$ cat config.mk
export PLATFORM = sky130hd
export DESIGN_NAME = probe_target_pin_mux_status_leds
export DESIGN_NICKNAME = d
export VERILOG_FILES = /design/src/logic/pin_mux_pkg.sv /design/src/logic/probe_target_pin_mux_status_leds.sv /design/src/logic/blink_gen.sv /design/src/logic/bc_cmd_decode.sv
export VERILOG_INCLUDE_DIRS = /design/src /design/src/logic
export SDC_FILE = /design/constraint.sdc
export NUM_CORES = 1
export LEC_CHECK = 0
export ABC_CLOCK_PERIOD_IN_PS = 2150
export BUFFER_PORTS_ARGS = -buffer_cell sky130_fd_sc_hd__buf_2
export CORE_MARGIN = 10
export CORE_UTILIZATION = 40
export DETAILED_ROUTE_END_ITERATION = 7
export SLEW_MARGIN = 20
export SYNTH_ARGS = -nofsm -noshare
export SYNTH_HDL_FRONTEND = slang
export SYNTH_SLANG_ARGS = --single-unit
$ cat constraint.sdc
create_clock -name clk -period 2.15 [get_ports clk]
set_input_delay 0.43 -clock clk [delete_from_list [all_inputs] [get_ports clk]]
set_output_delay 0.43 -clock clk [all_outputs]
set_load 0.01 [all_outputs]
$ cat src/logic/pin_mux_map.svh
// Constants for the target pin multiplexer and indicator logic.
// Assumes inclusion by bare name from design files only.
`ifndef PIN_MUX_MAP_SVH
`define PIN_MUX_MAP_SVH
`define BAUD_BC_OFF 20'h02594
`define BAUD_BC_PLAIN 20'h02595
`define BAUD_BC_HS 20'h02596
`define FLASH_MS 10
`define SLOW_BLINK_MS 500
`define FAST_BLINK_MS 100
`define CLK_KHZ 100000
`endif

$ cat src/logic/pin_mux_pkg.sv
// Types shared by the pin multiplexer files.
// Assumes the map header for numeric constants.
package pin_mux_pkg;
  typedef enum logic [1:0] {proto_idle, proto_jtag, proto_two_wire} proto_t;
  typedef enum logic [1:0] {bc_off, bc_plain, bc_handshake} bc_mode_t;
  typedef enum logic [1:0] {mux_safe, mux_gap, mux_run} mux_state_t;
endpackage : pin_mux_pkg

$ cat src/logic/probe_target_pin_mux_status_leds.sv
// Target connector pin multiplexer and two-indicator status controller.
// Assumes synchronous inputs from the probe controller and external pull-ups.
`timescale 1ns/1ps
`include "pin_mux_map.svh"
module probe_target_pin_mux_status_leds
  import pin_mux_pkg::*;
#(
  parameter int SLOW_HALF = (`SLOW_BLINK_MS * `CLK_KHZ),
  parameter int FAST_HALF = (`FAST_BLINK_MS * `CLK_KHZ),
  parameter int FLASH_HALF = (`FLASH_MS * `CLK_KHZ)
) (
  input wire logic clk,
  input wire logic arst_n,
  input wire pin_mux_pkg::proto_t proto_sel,
  input wire logic cmd_valid,
  input wire logic [19:0] cmd_baud,
  input wire logic jtag_tdi,
  input wire logic jtag_tms,
  input wire logic jtag_tck,
  input wire logic jtag_test,
  input wire logic jtag_rst,
  input wire logic two_wire_clock,
  input wire logic two_wire_data_out,
  input wire logic two_wire_data_drive,
  input wire logic uart_to_target,
  input wire logic cts_to_target,
  input wire logic host_connected,
  input wire logic probe_ready,
  input wire logic waiting_transfer,
  input wire logic transfer_active,
  input wire logic error_flag,
  input wire logic fw_update,
  input wire logic logic_update,
  input wire logic tdo_pin_i,
  input wire logic rst_pin_i,
  input wire logic shared_target_tx_pin_i,
  input wire logic rts_pin_i,
  output logic tdi_pin_o,
  output logic tdi_pin_oe_n,
  output logic tms_pin_o,
  output logic tms_pin_oe_n,
  output logic tck_pin_o,
  output logic tck_pin_oe_n,
  output logic test_pin_o,
  output logic test_pin_oe_n,
  output logic rst_pin_o,
  output logic rst_pin_oe_n,
  output logic shared_target_rx_pin_o,
  output logic shared_target_rx_pin_oe_n,
  output logic cts_pin_o,
  output logic cts_pin_oe_n,
  output logic tdo_sample,
  output logic two_wire_data_in,
  output logic uart_from_target,
  output logic rts_from_target,
  output logic power_led,
  output logic mode_led
);
  // Equal rates would make the two update patterns look alike
  if (FAST_HALF >= SLOW_HALF) begin : g_rate_check
    $error("fast blink must be faster than slow blink");
  end
  if (FLASH_HALF < 2) begin : g_flash_check
    $error("flash half period too small");
  end

  typedef struct packed {
    mux_state_t mux;
    proto_t proto;
    logic bc_on;
    logic tdi_o, tdi_oe_n, tms_o, tms_oe_n, tck_o, tck_oe_n;
    logic test_o, test_oe_n, rst_o, rst_oe_n;
    logic rx_o, rx_oe_n, cts_o, cts_oe_n;
    logic tdo_s, twd_in, uart_in, rts_in;
    logic pwr, mode;
  } top_state_t;

  top_state_t st;
  top_state_t next_st;
  bc_mode_t bc_mode;
  logic slow_wave;
  logic fast_wave;
  logic flash_wave;

  bc_cmd_decode u_dec (
    .clk(clk),
    .arst_n(arst_n),
    .cmd_valid(cmd_valid),
    .cmd_baud(cmd_baud),
    .bc_mode(bc_mode)
  );

  blink_gen #(.HALF_CYCLES(SLOW_HALF)) u_slow (
    .clk(clk), .arst_n(arst_n), .wave(slow_wave)
  );
  blink_gen #(.HALF_CYCLES(FAST_HALF)) u_fast (
    .clk(clk), .arst_n(arst_n), .wave(fast_wave)
  );
  blink_gen #(.HALF_CYCLES(FLASH_HALF)) u_flash (
    .clk(clk), .arst_n(arst_n), .wave(flash_wave)
  );

  always_comb begin
    next_st = st;
    next_st.tdi_oe_n = 1'b1;
    next_st.tms_oe_n = 1'b1;
    next_st.tck_oe_n = 1'b1;
    next_st.test_oe_n = 1'b1;
    next_st.rst_oe_n = 1'b1;
    next_st.tdi_o = 1'b1;
    next_st.tms_o = 1'b1;
    next_st.tck_o = 1'b1;
    next_st.test_o = 1'b0;
    next_st.rst_o = 1'b1;
    unique case (st.mux)
      mux_safe: begin
        if (proto_sel != proto_idle) begin
          next_st.mux = mux_gap;
          next_st.proto = proto_sel;
        end
      end
      mux_gap: begin
        next_st.mux = (proto_sel == st.proto) ? mux_run : mux_safe;
      end
      mux_run: begin
        if (proto_sel != st.proto) begin
          next_st.mux = mux_safe;
          next_st.proto = proto_idle;
        end
      end
    endcase
    if (st.mux == mux_run && proto_sel == st.proto) begin
      if (st.proto == proto_jtag) begin
        next_st.tdi_o = jtag_tdi;
        next_st.tms_o = jtag_tms;
        next_st.tck_o = jtag_tck;
        next_st.test_o = jtag_test;
        next_st.rst_o = jtag_rst;
        next_st.tdi_oe_n = 1'b0;
        next_st.tms_oe_n = 1'b0;
        next_st.tck_oe_n = 1'b0;
        next_st.test_oe_n = 1'b0;
        next_st.rst_oe_n = 1'b0;
      end else if (st.proto == proto_two_wire) begin
        next_st.tck_o = two_wire_clock;
        next_st.tck_oe_n = 1'b0;
        next_st.rst_o = two_wire_data_out;
        next_st.rst_oe_n = ~two_wire_data_drive;
      end
    end
    next_st.tdo_s = (st.proto == proto_jtag) ? tdo_pin_i : 1'b0;
    next_st.twd_in = (st.proto == proto_two_wire) ? rst_pin_i : 1'b0;
    // backchannel gated by command, gap first
    next_st.bc_on = (bc_mode != bc_off);
    next_st.rx_oe_n = 1'b1;
    next_st.cts_oe_n = 1'b1;
    next_st.rx_o = 1'b1;
    next_st.cts_o = 1'b1;
    if (st.bc_on && bc_mode != bc_off) begin
      next_st.rx_o = uart_to_target;
      next_st.rx_oe_n = 1'b0;
      next_st.cts_o = (bc_mode == bc_handshake) ? cts_to_target : 1'b0;
      next_st.cts_oe_n = 1'b0;
    end
    next_st.uart_in = st.bc_on ? shared_target_tx_pin_i : 1'b1;
    next_st.rts_in = (st.bc_on && bc_mode == bc_handshake) ? rts_pin_i : 1'b0;
    if (logic_update) begin
      next_st.pwr = fast_wave;
      next_st.mode = fast_wave;
    end else if (fw_update) begin
      next_st.pwr = slow_wave;
      next_st.mode = slow_wave;
    end else if (!host_connected || !probe_ready) begin
      next_st.pwr = 1'b0;
      next_st.mode = 1'b0;
    end else if (error_flag) begin
      next_st.pwr = 1'b0;
      next_st.mode = 1'b1;
    end else if (transfer_active) begin
      next_st.pwr = 1'b1;
      next_st.mode = flash_wave;
    end else if (waiting_transfer) begin
      next_st.pwr = 1'b1;
      next_st.mode = 1'b1;
    end else begin
      next_st.pwr = 1'b1;
      next_st.mode = 1'b0;
    end
  end

  always_ff @(posedge clk or negedge arst_n) begin
    if (!arst_n) begin
      st <= '{mux: mux_safe, proto: proto_idle, bc_on: 1'b0,
              tdi_o: 1'b1, tdi_oe_n: 1'b1, tms_o: 1'b1, tms_oe_n: 1'b1,
              tck_o: 1'b1, tck_oe_n: 1'b1, test_o: 1'b0, test_oe_n: 1'b1,
              rst_o: 1'b1, rst_oe_n: 1'b1, rx_o: 1'b1, rx_oe_n: 1'b1,
              cts_o: 1'b1, cts_oe_n: 1'b1, tdo_s: 1'b0, twd_in: 1'b0,
              uart_in: 1'b1, rts_in: 1'b0, pwr: 1'b0, mode: 1'b0};
    end else begin
      st <= next_st;
    end
  end

  assign tdi_pin_o = st.tdi_o;
  assign tdi_pin_oe_n = st.tdi_oe_n;
  assign tms_pin_o = st.tms_o;
  assign tms_pin_oe_n = st.tms_oe_n;
  assign tck_pin_o = st.tck_o;
  assign tck_pin_oe_n = st.tck_oe_n;
  assign test_pin_o = st.test_o;
  assign test_pin_oe_n = st.test_oe_n;
  assign rst_pin_o = st.rst_o;
  assign rst_pin_oe_n = st.rst_oe_n;
  assign shared_target_rx_pin_o = st.rx_o;
  assign shared_target_rx_pin_oe_n = st.rx_oe_n;
  assign cts_pin_o = st.cts_o;
  assign cts_pin_oe_n = st.cts_oe_n;
  assign tdo_sample = st.tdo_s;
  assign two_wire_data_in = st.twd_in;
  assign uart_from_target = st.uart_in;
  assign rts_from_target = st.rts_in;
  assign power_led = st.pwr;
  assign mode_led = st.mode;
endmodule : probe_target_pin_mux_status_leds

$ cat src/logic/blink_gen.sv
// Free running half-period toggle used for the indicator patterns.
// Assumes one clock domain; half period given in cycles.
`timescale 1ns/1ps
module blink_gen #(
  parameter int HALF_CYCLES = 1000
) (
  input wire logic clk,
  input wire logic arst_n,
  output logic wave
);
  // One-cycle halves would hide a stuck toggle from the period check
  if (HALF_CYCLES < 2) begin : g_half_check
    $error("blink half period too small");
  end
  typedef struct packed {
    logic [31:0] count;
    logic wave;
  } blink_state_t;
  blink_state_t st;
  blink_state_t next_st;
  always_comb begin
    next_st = st;
    if (st.count == 32'(HALF_CYCLES - 1)) begin
      next_st.count = 32'h00000000;
      next_st.wave = ~st.wave;
    end else begin
      next_st.count = st.count + 32'h00000001;
    end
  end
  always_ff @(posedge clk or negedge arst_n) begin
    if (!arst_n) begin
      st <= '0;
    end else begin
      st <= next_st;
    end
  end
  assign wave = st.wave;
endmodule : blink_gen

$ cat src/logic/bc_cmd_decode.sv
// Decodes the host baud-rate activation code into a backchannel mode.
// Assumes cmd_valid is a one-cycle pulse with cmd_baud stable.
`timescale 1ns/1ps
module bc_cmd_decode
  import pin_mux_pkg::*;
(
  input wire logic clk,
  input wire logic arst_n,
  input wire logic cmd_valid,
  input wire logic [19:0] cmd_baud,
  output pin_mux_pkg::bc_mode_t bc_mode
);
`include "pin_mux_map.svh"
  typedef struct packed {
    bc_mode_t mode;
  } dec_state_t;
  dec_state_t st;
  dec_state_t next_st;
  always_comb begin
    next_st = st;
    if (cmd_valid) begin
      if (cmd_baud == `BAUD_BC_OFF) next_st.mode = bc_off;
      else if (cmd_baud == `BAUD_BC_PLAIN) next_st.mode = bc_plain;
      else if (cmd_baud == `BAUD_BC_HS) next_st.mode = bc_handshake;
    end
  end
  always_ff @(posedge clk or negedge arst_n) begin
    if (!arst_n) begin
      st <= '{mode: bc_off};
    end else begin
      st <= next_st;
    end
  end
  assign bc_mode = st.mode;
endmodule : bc_cmd_decode

==> metrics.txt <==
RSZ-0062 raised after global routing=false; Iter 0 DRT Violations=a little over 200; total routing resource utilization after global routing=0.1384; nature of the critical path startpoint=flip-flop; number of maximum-capacitance constraint violations=0; Synth Area per Inst=10.43 sq um; upper clock frequency limit=510.0 MHz; cell type with the highest aggregate area in the netlist=sky130_fd_sc_hd__dfrtp_1; distinct cell type count after synthesis=49; Crit Reg-Reg Endpoint=u_fast.wave; Row Count=44; Worst Reg2Reg Path Length in Cells=5; leading post-synthesis cells by cell area=sky130_fd_sc_hd__dfrtp_1, sky130_fd_sc_hd__xnor2_1, sky130_fd_sc_hd__xor2_1, sky130_fd_sc_hd__dfstp_2, sky130_fd_sc_hd__nand4_1; biggest fanout along the worst timing path=10; hold path start=shared_target_tx_pin_i; most used flip-flop cell after synthesis=sky130_fd_sc_hd__dfrtp_1; final wirelength=13.07 mm; initial core utilization=0.4082; antenna cell count=0; LEAKAGE=around 0.0033 uW; arrival time of the worst setup path=2.31 ns; post-CTS setup-driven buffer insertion count=0; Synth Warn #=0; CORE AREA=roughly 15,000 sq um; post-route standard cell area excluding fillers=7227 sq um; largest net degree at the start of global routing=36; dpl cell area=6591 sq um; Post-Synthesis Cells=571; startpoint of the lowest-slack register-to-register path=u_fast.st[26]; Relative slew margins=0.6573; initial antenna violation count=0; antenna viol nets, final=0; routed via count divided by cell count=roughly 5.3; Clock Skew=0.009503 ns; most frequent cell after synthesis=sky130_fd_sc_hd__dfrtp_1; Worst Hold End=uart_from_target; DRC violations left=0; vias in the first global route=4,706; number of synthesized register bits=between 100 and 150; reg-to-reg slack, setup=roughly 0.19 ns; Multi-input gate area=2740 sq um; overflow left after global routing=0; number of buffers added on ports=between 60 and 70; via total after detailed routing=4,504; count of flip-flops with a built-in enable after synthesis=0; boundary pin count=66; share of cells above drive strength 1=0.2158; buffer type at the clock tree root=sky130_fd_sc_hd__clkbuf_16; H-tree lvl count=4; Placer Congestion=~0.83; status=finished, final reports clean; count of hold buffers inserted by post-cts repair=1; y dimension of the die=142.0 microns; IR drop worst, VDD=between 0.6 and 0.7 mV; clock tree from TritonCTS=yes; FILL cells=about 1,300; Synth-to-Final Area Change=21.34%; Die Outline Area=20,170 sq um; proportion of synthesized chip area in sequential cells=0.5191; register area=between 3000 and 4000 sq um; kind of capture point of the worst setup path=flip-flop; ratio of final minimum period to clock period=0.9121; most instantiated cells after synthesis=sky130_fd_sc_hd__dfrtp_1, sky130_fd_sc_hd__nor2_1, sky130_fd_sc_hd__nand2_1, sky130_fd_sc_hd__xnor2_1, sky130_fd_sc_hd__nand3_1; Avg WL per Cell=15.27 microns; first-pass GRT wire length=22.80 mm; Synthesized Nets=approximately 630; deepest clock path buffer count=2; worst-skew pair later-pin latency=0.42 ns; data required time at the worst endpoint=2.50 ns; critical path start-end classification=reg2reg; Final Setup Violations=0; Slew Limit Fails=0; final-report hold violation count=0; time the worst path needs with I/O delays and setup=1.961 ns; number of instances on the worst hold path=2; async set or reset register ratio after synthesis=1.000; clock sinks=~120; share of Yosys cell area claimed by the top area cell type=0.4706; post-cts gate resize count=0; Final nets=713; TritonRoute pass-1 iters=4; power density of the placed cells=roughly 800 nW/um^2; Mapped Area=~6000 sq um; total clock buffers created by CTS=17; Die W=142.0 microns; clock-pin slew reported for the worst setup and hold paths after clock tree synthesis=around 0.05 ns; transition time at the pin with the least slew margin=0.5129 ns; post-detail-place hpwl=between 9 and 10 mm; accumulated negative setup slack=0 ns; hold crit path type=in2reg
[routing by layer]
| metal | global-route usage | share of wire |
|---|---|---|
| met1 | 0.1661 | 0.45 |
| met3 | 0.05274 | 0.043 |
| met2 | 0.2220 | 0.49 |
| met5 | 0 | 0 |
| met4 | 0.04841 | 0.018 |
[worst max path at each step]
stage / from / to / slack, ns / cells past startpoint
after detailed placement: u_fast.st[26] / u_fast.wave / 0.16 / 5
after floorplan: cmd_baud[9] / u_dec.bc_mode[0] / 0.32 / 4
after global routing: u_fast.st[27] / u_fast.wave / 0.02 / 5
after global placement: u_fast.st[26] / u_fast.wave / 0.21 / 5
after CTS: u_fast.st[26] / u_fast.wave / 0.15 / 5
final: u_fast.st[26] / u_fast.wave / 0.19 / 5
[flip-flops by register name, summed over array words and instances (netlist names), 2 cells and up]
signal         cells
st                 5
u_fast.st         32
u_dec.bc_mode      2
u_slow.st         32
u_flash.st        32
[area by class of cell]
class | count | share of cell area
tap | 184 | 0.03186
timing repair buffer | 82 | 0.06683
sequential | 123 | 0.4278
clock buffer | 21 | 0.06371
multi-input combinational | 420 | 0.3792
inverter | 15 | 0.007791
clock inverter | 11 | 0.02285
[cell usage in the layout (no fill, tap or decap), types with 5 or more instances in the layout]
cell,netlist,routed
sky130_fd_sc_hd__nor2b_1,7,7
sky130_fd_sc_hd__and3_1,13,13
sky130_fd_sc_hd__buf_4,3,15
sky130_fd_sc_hd__dfrtp_1,112,112
sky130_fd_sc_hd__xor2_1,37,37
sky130_fd_sc_hd__nand3_1,39,39
sky130_fd_sc_hd__or2_2,5,5
sky130_fd_sc_hd__nor3_1,16,16
sky130_fd_sc_hd__o21ai_0,5,5
sky130_fd_sc_hd__nand4_1,35,35
sky130_fd_sc_hd__a21oi_1,8,8
sky130_fd_sc_hd__and4_1,6,6
sky130_fd_sc_hd__inv_1,15,15
sky130_fd_sc_hd__clkbuf_16,0,17
sky130_fd_sc_hd__buf_2,3,64
sky130_fd_sc_hd__dfstp_2,11,11
sky130_fd_sc_hd__nor4_1,18,18
sky130_fd_sc_hd__ha_1,8,8
sky130_fd_sc_hd__and2_1,9,9
sky130_fd_sc_hd__xnor2_1,50,50
sky130_fd_sc_hd__nor2_1,57,57
sky130_fd_sc_hd__nand2_1,52,52
[power by group]
group / total [uW] / switching [uW] / internal (uW) / leakage [uW]
clock network: 3010 / 1010 / 2000 / 0.000308
logic: 423 / 243 / 180 / 0.00135
registers: 2410 / 38.3 / 2370 / 0.00163
total: 5840 / 1290 / 4550 / 0.00328
[through the flow]
stage / std cells / util / power (uW) / hold slack [ns] / worst slack (ns)
finish: 856 / 0.4954 / 5838 / 0.1959 / 0.1891
global route: 856 / 0.4954 / 6103 / 0.1853 / 0.02005
CTS: 856 / 0.4954 / 5926 / 0.1822 / 0.1540
detailed placement: 823 / 0.4518 / 2879 / 0.4232 / 0.1628
global placement: 823 / 0.4518 / 2855 / 0.4195 / 0.2103
floorplan: 571 / - / 2690 / 0.1344 / 0.3183
[critical path: stages (launching register included)]
cell,delay (ns)
sky130_fd_sc_hd__dfrtp_1,0.40
sky130_fd_sc_hd__or4_1,0.52
sky130_fd_sc_hd__nor4_1,0.23
sky130_fd_sc_hd__nand4_1,0.28
sky130_fd_sc_hd__nor2_4,0.30
sky130_fd_sc_hd__xor2_1,0.16
[logic make-up after synthesis]
logic type / Yosys count / share of synthesized area
mux: 8 / 0.01429
compound gates: 25 / 0.02563
xor+xnor: 87 / 0.1279
simple gates: 292 / 0.2754
fa+ha+maj: 8 / 0.01681
flops: 123 / 0.5191
buf+inv: 28 / 0.02080
(Power assumes the default switching activity.)
